## src/circ_params.svh

```systemverilog
// register map, field positions, reset values and timing counts of the ir control block
`ifndef CIRC_PARAMS_SVH
`define CIRC_PARAMS_SVH

// ----------------------------------------------------------------
// register indices (byte address is four times the index)
// ----------------------------------------------------------------
`define CIRC_IDX_CONFIG 4'h0
`define CIRC_IDX_STATUS 4'h1
`define CIRC_IDX_IRQ_MASK 4'h2
`define CIRC_IDX_PRESCALE 4'h4
`define CIRC_IDX_FILL_CYCLE 4'h5
`define CIRC_IDX_LIMIT_HIGH 4'h6
`define CIRC_IDX_LIMIT_LOW 4'h7

// ----------------------------------------------------------------
// field positions
// ----------------------------------------------------------------
`define CIRC_EV_RX_DATA_READY 7
`define CIRC_EV_RX_FIFO_LEVEL_HIT 6
`define CIRC_EV_PACKET_END 5
`define CIRC_EV_RX_OVERFLOW 4
`define CIRC_EV_TX_FIFO_EMPTY 3
`define CIRC_EV_TX_LEVEL_HIT 2
`define CIRC_EV_TX_UNDERFLOW 1
`define CIRC_EV_MIN_LENGTH 0
`define CIRC_CP_MODE_BIT 7
`define CIRC_CP_PRESCALE_BIT 0
`define CIRC_CFG_PERIOD_MSB 1
`define CIRC_CFG_PERIOD_LSB 0
`define CIRC_CFG_PERIOD_1US 2'h0

// ----------------------------------------------------------------
// reset values
// ----------------------------------------------------------------
`define CIRC_RST_BYTE 8'h00
`define CIRC_RST_CONFIG 8'h04
`define CIRC_RST_LIMIT 16'h0000
`define CIRC_RST_CARRIER 11'h000

// ----------------------------------------------------------------
// carrier timing: half period is 4^prescale * (count + 1) cycles
// ----------------------------------------------------------------
`define CIRC_CARRIER_CNT_W 11
`define CIRC_PRESCALE_MULT_SHIFT 2
`define CIRC_ONE_CYCLE 11'h001

`endif

```

## src/circ_pkg.sv

```systemverilog
// types shared by the ir control block
package circ_pkg;

	// apb transfer phase of the register slave
	typedef enum logic [1:0] {
		CIRC_BUS_IDLE,
		CIRC_BUS_WAIT,
		CIRC_BUS_DONE
	} circ_bus_state_e;

	// byte wide register word
	typedef logic [7:0] circ_byte_t;

endpackage

```

## src/circ_ctrl.sv

```systemverilog
// ir transceiver control: apb registers, event flags, interrupt, carrier, rx length limit
`timescale 1ns/10ps
`include "circ_params.svh"

module circ_ctrl
	import circ_pkg::*;
#(
	parameter int ADDR_W = 12 // apb address width
) (
	input wire logic clock,
	input wire logic reset,
	input wire logic clock_en,
	// apb slave
	input wire logic psel,
	input wire logic penable,
	input wire logic pwrite,
	input wire logic [ADDR_W-1:0] paddr,
	input wire logic [31:0] pwdata,
	output logic [31:0] prdata,
	output logic pready,
	output logic pslverr,
	// event pulses from fifos and codec
	input wire logic rx_data_ready_evt,
	input wire logic rx_fifo_level_hit_evt,
	input wire logic rx_overflow_evt,
	input wire logic tx_fifo_empty_evt,
	input wire logic tx_level_hit_evt,
	input wire logic tx_underflow_evt,
	input wire logic min_length_detected_evt,
	// receive side
	input wire logic [7:0] rx_fifo_count,
	input wire logic rx_active,
	input wire logic rx_sample_stb,
	// transmit envelope from the encoder
	input wire logic tx_on,
	// results
	output logic tx_ir_out,
	output logic [1:0] sample_period_sel,
	output logic irq
);

	// ----------------------------------------------------------------
	// register state
	// ----------------------------------------------------------------
	circ_byte_t config_reg; // sample period select in bits 1:0
	circ_byte_t status_reg; // sticky event flags
	circ_byte_t irq_mask_reg; // interrupt enables, same layout
	logic mode_reg; // 1 selects pulse mode
	logic prescale_reg; // single prescaler bit
	// reserved prescale bits 6..1 keep no state and always read as zero
	circ_byte_t cycle_count_reg; // carrier period count
	circ_byte_t fill_level_reg; // sampled rx fifo count
	logic [15:0] limit_reg; // rx limit count, high and low bytes
	logic [15:0] rx_len_reg; // received length counter
	logic limit_hit_reg; // packet end already raised for this reception
	circ_bus_state_e bus_state_reg; // apb phase tracker
	logic [`CIRC_CARRIER_CNT_W-1:0] carrier_cnt_reg; // half period down counter
	logic carrier_phase_reg; // square wave of the carrier

	// ----------------------------------------------------------------
	// address decode
	// ----------------------------------------------------------------
	logic [3:0] reg_index; // word index of the access
	logic addr_valid; // index belongs to a register
	logic wr_commit; // write takes effect this edge
	logic rd_commit; // read data loads this edge
	logic rd_refuse; // refused read clears the read data
	logic [7:0] wbyte; // write data low byte

	// word aligned offsets only; anything above the low 16 words is unmapped
	// misaligned or high offsets must not alias a register, so they are refused
	assign reg_index = paddr[5:2];
	assign addr_valid = (paddr[ADDR_W-1:6] == '0) && (paddr[1:0] == 2'h0) &&
		((reg_index == `CIRC_IDX_CONFIG) || (reg_index == `CIRC_IDX_STATUS) ||
		(reg_index == `CIRC_IDX_IRQ_MASK) || (reg_index == `CIRC_IDX_PRESCALE) ||
		(reg_index == `CIRC_IDX_FILL_CYCLE) || (reg_index == `CIRC_IDX_LIMIT_HIGH) ||
		(reg_index == `CIRC_IDX_LIMIT_LOW));
	// the access phase samples pready high one cycle after it starts
	assign wr_commit = psel && penable && pwrite && addr_valid && (bus_state_reg == CIRC_BUS_WAIT);
	assign rd_commit = psel && penable && !pwrite && addr_valid &&
		(bus_state_reg == CIRC_BUS_IDLE);
	assign rd_refuse = psel && penable && !pwrite && !addr_valid &&
		(bus_state_reg == CIRC_BUS_IDLE);
	assign wbyte = pwdata[7:0];

	// ----------------------------------------------------------------
	// apb handshake: one wait state, pready from a flip-flop
	// ----------------------------------------------------------------
	// clock_en low holds the handshake too, so a frozen block stalls the bus
	// pslverr flags unmapped or misaligned offsets; writes there are dropped
	always_ff @(posedge clock or posedge reset) begin
		if (reset) begin
			bus_state_reg <= CIRC_BUS_IDLE;
			pready <= 1'b0;
			pslverr <= 1'b0;
		end else if (clock_en) begin
			case (bus_state_reg)
				CIRC_BUS_IDLE: begin
					// access phase seen: answer on the next edge
					if (psel && penable) begin
						bus_state_reg <= CIRC_BUS_WAIT;
						pready <= 1'b1;
						pslverr <= !addr_valid;
					end
				end
				CIRC_BUS_WAIT: begin
					// transfer completes here, drop the answer
					bus_state_reg <= CIRC_BUS_DONE;
					pready <= 1'b0;
					pslverr <= 1'b0;
				end
				CIRC_BUS_DONE: begin
					// penable low for at least one cycle before the next access
					bus_state_reg <= CIRC_BUS_IDLE;
				end
				default: begin
					bus_state_reg <= CIRC_BUS_IDLE;
					pready <= 1'b0;
					pslverr <= 1'b0;
				end
			endcase
		end
	end

	// ----------------------------------------------------------------
	// read data mux, registered together with pready
	// ----------------------------------------------------------------
	always_ff @(posedge clock or posedge reset) begin
		if (reset) begin
			prdata <= 32'h00000000;
		end else if (clock_en) begin
			if (rd_commit) begin
				prdata <= 32'h00000000;
				case (reg_index)
					`CIRC_IDX_CONFIG: prdata[7:0] <= config_reg;
					`CIRC_IDX_STATUS: prdata[7:0] <= status_reg;
					`CIRC_IDX_IRQ_MASK: prdata[7:0] <= irq_mask_reg;
					// reserved bits 6..1 read as zero
					`CIRC_IDX_PRESCALE: begin
						prdata[`CIRC_CP_MODE_BIT] <= mode_reg;
						prdata[`CIRC_CP_PRESCALE_BIT] <= prescale_reg;
					end
					// shared offset: reads give the fifo count
					`CIRC_IDX_FILL_CYCLE: prdata[7:0] <= fill_level_reg;
					`CIRC_IDX_LIMIT_HIGH: prdata[7:0] <= limit_reg[15:8];
					`CIRC_IDX_LIMIT_LOW: prdata[7:0] <= limit_reg[7:0];
					default: prdata <= 32'h00000000;
				endcase
			end else if (rd_refuse) begin
				// refused read: zero even where the index aliases a register
				prdata <= 32'h00000000;
			end
		end
	end

	// ----------------------------------------------------------------
	// control registers written by software
	// ----------------------------------------------------------------
	// index 5 is shared: a write lands in the carrier count, never read back
	always_ff @(posedge clock or posedge reset) begin
		if (reset) begin
			config_reg <= `CIRC_RST_CONFIG;
			irq_mask_reg <= `CIRC_RST_BYTE;
			mode_reg <= 1'b0;
			prescale_reg <= 1'b0;
			cycle_count_reg <= `CIRC_RST_BYTE;
			limit_reg <= `CIRC_RST_LIMIT;
		end else if (clock_en) begin
			if (wr_commit) begin
				case (reg_index)
					`CIRC_IDX_CONFIG: config_reg <= wbyte;
					`CIRC_IDX_IRQ_MASK: irq_mask_reg <= wbyte;
					`CIRC_IDX_PRESCALE: begin
						mode_reg <= wbyte[`CIRC_CP_MODE_BIT];
						prescale_reg <= wbyte[`CIRC_CP_PRESCALE_BIT];
					end
					// shared offset: writes set the carrier period count
					`CIRC_IDX_FILL_CYCLE: cycle_count_reg <= wbyte;
					`CIRC_IDX_LIMIT_HIGH: limit_reg[15:8] <= wbyte;
					`CIRC_IDX_LIMIT_LOW: limit_reg[7:0] <= wbyte;
					default: config_reg <= config_reg;
				endcase
			end
		end
	end

	// ----------------------------------------------------------------
	// fifo count sampling
	// ----------------------------------------------------------------
	// the count is shown one cycle late: software sees a snapshot
	always_ff @(posedge clock or posedge reset) begin
		if (reset) begin
			fill_level_reg <= `CIRC_RST_BYTE;
		end else if (clock_en) begin
			fill_level_reg <= rx_fifo_count;
		end
	end

	// ----------------------------------------------------------------
	// receive length counter against the limit
	// ----------------------------------------------------------------
	logic packet_end_evt; // one cycle pulse when length reaches the limit

	// counts samples while receiving; restarts once reception ends
	// the limit is compared with the count that this sample makes
	assign packet_end_evt = rx_active && rx_sample_stb && !limit_hit_reg &&
		((rx_len_reg + 16'h0001) == limit_reg);

	always_ff @(posedge clock or posedge reset) begin
		if (reset) begin
			rx_len_reg <= 16'h0000;
			limit_hit_reg <= 1'b0;
		end else if (clock_en) begin
			if (!rx_active) begin
				rx_len_reg <= 16'h0000;
				limit_hit_reg <= 1'b0;
			end else if (rx_sample_stb) begin
				rx_len_reg <= rx_len_reg + 16'h0001;
				if (packet_end_evt) begin
					limit_hit_reg <= 1'b1; // raise once per reception
				end
			end
		end
	end

	// ----------------------------------------------------------------
	// sticky status flags, one generate slice per bit
	// ----------------------------------------------------------------
	logic [7:0] event_set; // set requests in status bit order
	logic [7:0] event_clear; // write-one clear requests

	// overrun also raises data ready in the same cycle
	assign event_set[`CIRC_EV_RX_DATA_READY] = rx_data_ready_evt || rx_overflow_evt;
	assign event_set[`CIRC_EV_RX_FIFO_LEVEL_HIT] = rx_fifo_level_hit_evt;
	assign event_set[`CIRC_EV_PACKET_END] = packet_end_evt;
	assign event_set[`CIRC_EV_RX_OVERFLOW] = rx_overflow_evt;
	assign event_set[`CIRC_EV_TX_FIFO_EMPTY] = tx_fifo_empty_evt;
	assign event_set[`CIRC_EV_TX_LEVEL_HIT] = tx_level_hit_evt;
	assign event_set[`CIRC_EV_TX_UNDERFLOW] = tx_underflow_evt;
	assign event_set[`CIRC_EV_MIN_LENGTH] = min_length_detected_evt;

	// a read never clears a flag, so polling software cannot lose an event
	// only a write of one to the status register clears; reads never do
	assign event_clear = (wr_commit && (reg_index == `CIRC_IDX_STATUS)) ? wbyte : 8'h00;

	genvar gi;
	generate
		for (gi = 0; gi < 8; gi++) begin : g_flag
			// set wins over a clear in the same cycle
			always_ff @(posedge clock or posedge reset) begin
				if (reset) begin
					status_reg[gi] <= 1'b0;
				end else if (clock_en) begin
					if (event_set[gi]) begin
						status_reg[gi] <= 1'b1;
					end else if (event_clear[gi]) begin
						status_reg[gi] <= 1'b0;
					end
				end
			end
		end
	endgenerate

	// ----------------------------------------------------------------
	// interrupt output
	// ----------------------------------------------------------------
	// registered, so irq follows a flag or mask change one cycle later
	always_ff @(posedge clock or posedge reset) begin
		if (reset) begin
			irq <= 1'b0;
		end else if (clock_en) begin
			irq <= |(status_reg & irq_mask_reg);
		end
	end

	// ----------------------------------------------------------------
	// carrier generator
	// ----------------------------------------------------------------
	// the shortest sample period forbids pulse mode; the led follows the envelope
	logic carrier_off; // prescale and count both zero
	logic pulse_allowed; // pulse mode selected and permitted
	logic [`CIRC_CARRIER_CNT_W-1:0] half_period; // 4^prescale * (count + 1)

	assign carrier_off = !prescale_reg && (cycle_count_reg == 8'h00);
	assign pulse_allowed = mode_reg && !carrier_off &&
		(config_reg[`CIRC_CFG_PERIOD_MSB:`CIRC_CFG_PERIOD_LSB] != `CIRC_CFG_PERIOD_1US);
	// full period is twice the half period
	// largest half period is 4 * 256, which fits the 11 bit counter
	assign half_period = prescale_reg ?
		(({3'h0, cycle_count_reg} + `CIRC_ONE_CYCLE) << `CIRC_PRESCALE_MULT_SHIFT) :
		({3'h0, cycle_count_reg} + `CIRC_ONE_CYCLE);

	// toggles the phase every half period, held low while idle
	// restarting when the envelope drops gives each burst a fresh phase
	always_ff @(posedge clock or posedge reset) begin
		if (reset) begin
			carrier_cnt_reg <= `CIRC_RST_CARRIER;
			carrier_phase_reg <= 1'b0;
		end else if (clock_en) begin
			if (!pulse_allowed || !tx_on) begin
				carrier_cnt_reg <= `CIRC_RST_CARRIER;
				carrier_phase_reg <= 1'b0;
			end else if (carrier_cnt_reg <= `CIRC_ONE_CYCLE) begin
				carrier_cnt_reg <= half_period;
				carrier_phase_reg <= !carrier_phase_reg;
			end else begin
				carrier_cnt_reg <= carrier_cnt_reg - `CIRC_ONE_CYCLE;
			end
		end
	end

	// ----------------------------------------------------------------
	// transmit pin and sample period output
	// ----------------------------------------------------------------
	// sample_period_sel hands the period choice to the receive sampler
	always_ff @(posedge clock or posedge reset) begin
		if (reset) begin
			tx_ir_out <= 1'b0;
			sample_period_sel <= 2'h0;
		end else if (clock_en) begin
			// dc mode passes the envelope, pulse mode gates it with the carrier
			tx_ir_out <= pulse_allowed ? (tx_on && carrier_phase_reg) : tx_on;
			sample_period_sel <= config_reg[`CIRC_CFG_PERIOD_MSB:`CIRC_CFG_PERIOD_LSB];
		end
	end

endmodule

```

## config.mk

```make
export PLATFORM = sky130hd
export DESIGN_NAME = circ_ctrl
export DESIGN_NICKNAME = d
export VERILOG_FILES = /design/src/circ_pkg.sv /design/src/circ_ctrl.sv
export VERILOG_INCLUDE_DIRS = /design/src
export SDC_FILE = /design/constraint.sdc
export NUM_CORES = 1
export LEC_CHECK = 0
export CORE_MARGIN = 2
export CORE_UTILIZATION = 65
export DETAILED_ROUTE_END_ITERATION = 8
export DONT_BUFFER_PORTS = 1
export PLACE_DENSITY = 0.84
export SYNTH_ARGS = -nofsm -noshare
export SYNTH_HDL_FRONTEND = slang
export SYNTH_SLANG_ARGS = --single-unit
```

## constraint.sdc

```tcl
create_clock -name clock -period 5.5 [get_ports clock]
set_input_delay 0.55 -clock clock [delete_from_list [all_inputs] [get_ports clock]]
set_output_delay 0.55 -clock clock [all_outputs]
set_load 0.05 [all_outputs]
```

==> out/results.txt <==
Status -> completed
FP Rows -> 35
Number of antenna violations at the first check in global routing -> 0
Adder-Cell Fraction of Synth Area -> 1.04%
R2R cell count -> 6
Largest family of logic cells by synthesized area -> compound AO/OA/AOI/OAI gates
Hold Crit Class -> in2async
Largest net degree at the start of global routing -> 69
Synth Cell Area -> 6010 µm²
Hold Buf Count CTS -> 0
Setup violations, final -> 0
Post-synth EDFFs -> 0
Area grow syn2layout -> 1.27%
Clock sinks -> 103
Total CTS buffers -> 9
Setup_tns -> 0 ns
Later-pin clock latency in the skew report -> 0.39 ns
Top_reg_cell synth -> dfrtp_1
Clock skew -> 0.0166 ns
Tmin final -> 2.73 ns
Layout Nets -> 648
Routed WL -> 14300 µm
Hpwl dp -> 10200 µm
Worst Max-Slew Pin Slew -> 0.989 ns
CP arrival -> 3.04 ns
Initial Util -> 66.0%
RSZ-0062 raised after global routing -> no
Pwr Density -> 232 nW/µm²
Vias per cell -> 6.84
Routability cong. -> 0.983
# diodes -> 0
Final hold slack -> 0.0544 ns
R2R Setup Slk -> 2.77 ns
Slew headroom -> 33.6%
Cell taking the most area after synthesis -> dfrtp_1
First-pass GRT wire length -> 23000 µm
Leakage -> 2.67 nW
Number of global-route vias before repair -> 4388
Clock Path Buffers -> 2
Horiz. Die Dim -> 100 µm
Mapped Cells -> 600
R2R Path End -> carrier_cnt_reg[2]
Post_cts resized -> 0
Area contributors post-synth -> dfrtp_1 (42%), mux2_2 (10%), o21ai_0 (4.1%)
Req. time, crit path -> 5.81 ns
Netlist cell types -> 72
TritonRoute pass-1 iters -> 4
Setup Fix Bufs, Post-CTS -> 0
Core ar. -> 9110 µm²
Die area -> 10000 µm²
Post-Synth XOR/XNOR Area -> 3.50%
Synth Area in Simple Gates -> 15.0%
H-tree depth -> 3
IO Port Bufs -> 0
Post-synthesis register bit count -> 103
DRC viols -> 0
Max Fanout on Critical Path -> 23
Synth warnings -> 0
WS Path Type -> reg2reg
Async SR Flop Fraction -> 100%
Max_cap viols -> 0
Commonest non-fill, non-tap cell in the layout -> dfrtp_1
CTS clk-pin slew, worst paths -> 0.12 ns
Final period util -> 49.7%
Peak supply drop -> 145 µV
Routed vias -> 4723
Most frequent cells in the layout -> dfrtp_1 (102), mux2_2 (56), o21ai_0 (49)
Overflow after GRT -> 0
Worst r2r src -> carrier_cnt_reg[2]
Number of fill cells -> 709
Hold Vio Cnt, Final -> 0
WL/cell -> 20.6 µm
Sequential share of the synthesized area -> 42.9%
Proportion of synthesized area in mux cells -> 13.6%
Avg Inst Size Synth -> 10.0 µm²
GRT Resource Usage Total -> 29.6%
Share of cells above drive strength 1 -> 16.6%
IO Count -> 106
Die H -> 100 µm
Clock Root Buffer -> clkbuf_8
Peak Freq -> 366 MHz
Crit path launch type -> flop
DRT antenna net count -> 0
DRT iter0 DRCs -> 380
CTS tree -> yes
Crit end category -> flop
Yosys top cell area share -> 42.5%
Max-slew violations -> 0
Synth Area in Compound Gates -> 16.6%
## metrics by stage
| stage | std cells | worst slack (ns) | power, W | utilization [%] | area [µm²] |
|---|---|---|---|---|---|
| after global routing | 691 | 2.49 | 0.00146 | 66.8 | 6090 |
| after detailed placement | 675 | 2.80 | 0.000937 | 64.5 | 5880 |
| final | 691 | 2.77 | 0.00141 | 66.8 | 6090 |
| after global placement | 675 | 2.81 | 0.000934 | 64.5 | 5880 |
| after floorplan | 623 | 2.25 | 0.000940 | - | 6100 |
| after CTS | 691 | 2.75 | 0.00142 | 66.8 | 6090 |
## logic make-up after synthesis
group | Yosys count
buffers and inverters | 77
multiplexers | 72
AO/OA/AOI/OAI | 147
XOR/XNOR | 24
other | 1
adder cells (fa/ha/maj) | 5
flip-flops | 103
AND/OR/NAND/NOR | 171
## critical path, cell delays in order, from the launching register on
cell	delay, ns
dfrtp_1	0.46
or4_2	0.74
nor4_4	0.84
o211ai_1	0.21
o31a_1	0.16
a2bb2oi_1	0.13
o2bb2ai_1	0.12
## Yosys cell counts, types with 6 or more instances
library cell	instances
mux2_2	56
o211ai_1	7
nor3_1	13
a22o_1	17
dfrtp_1	102
xor2_1	8
mux2i_1	13
o31ai_1	7
nand2_1	47
inv_1	14
buf_4	24
nor2_1	34
nand4_1	8
a21oi_1	14
o21ai_0	49
clkbuf_1	20
nor4_1	9
buf_2	8
xnor2_1	16
a31oi_1	11
buf_6	6
nand3_1	17
## per-layer routing
metal | routed length [µm] | vias up | part of all wire [%] | track usage [%]
li1 | - | 2135 | - | -
met1 | 5950 | 2328 | 42 | 41.0
met2 | 6770 | 228 | 47 | 46.3
met3 | 1170 | 32 | 8.2 | 7.17
met4 | 367 | 0 | 2.6 | 9.69
met5 | 0 | - | 0 | 0
## worst max-delay path by stage
stage / end / depth (start not counted) / from
2_1_floorplan: bus_state_reg[0] / 1 / reset
3_3_place_gp: carrier_cnt_reg[2] / 6 / carrier_cnt_reg[2]
3_5_place_dp: carrier_cnt_reg[2] / 6 / carrier_cnt_reg[2]
4_1_cts: carrier_cnt_reg[2] / 6 / carrier_cnt_reg[2]
5_1_grt: carrier_cnt_reg[2] / 6 / carrier_cnt_reg[2]
6_report: carrier_cnt_reg[2] / 6 / carrier_cnt_reg[2]
## final cells by class
cell class | count | area, µm² | share of cell area, %
timing repair buffer | 2 | 15.0 | 0.247
clock inverter | 7 | 83.8 | 1.38
multi-input combinational | 443 | 3080 | 50.7
sequential | 103 | 2580 | 42.4
tap | 111 | 139 | 2.28
clock buffer | 9 | 124 | 2.03
inverter | 16 | 62.6 | 1.03
## where the power goes
group / switching, W / total, W / internal (W)
Combinational: 0.0000800 / 0.000112 / 0.0000322
Clock: 0.000303 / 0.000487 / 0.000183
Sequential: 0.0000363 / 0.000811 / 0.000775
Note: power is estimated with default switching activity, not from simulation.
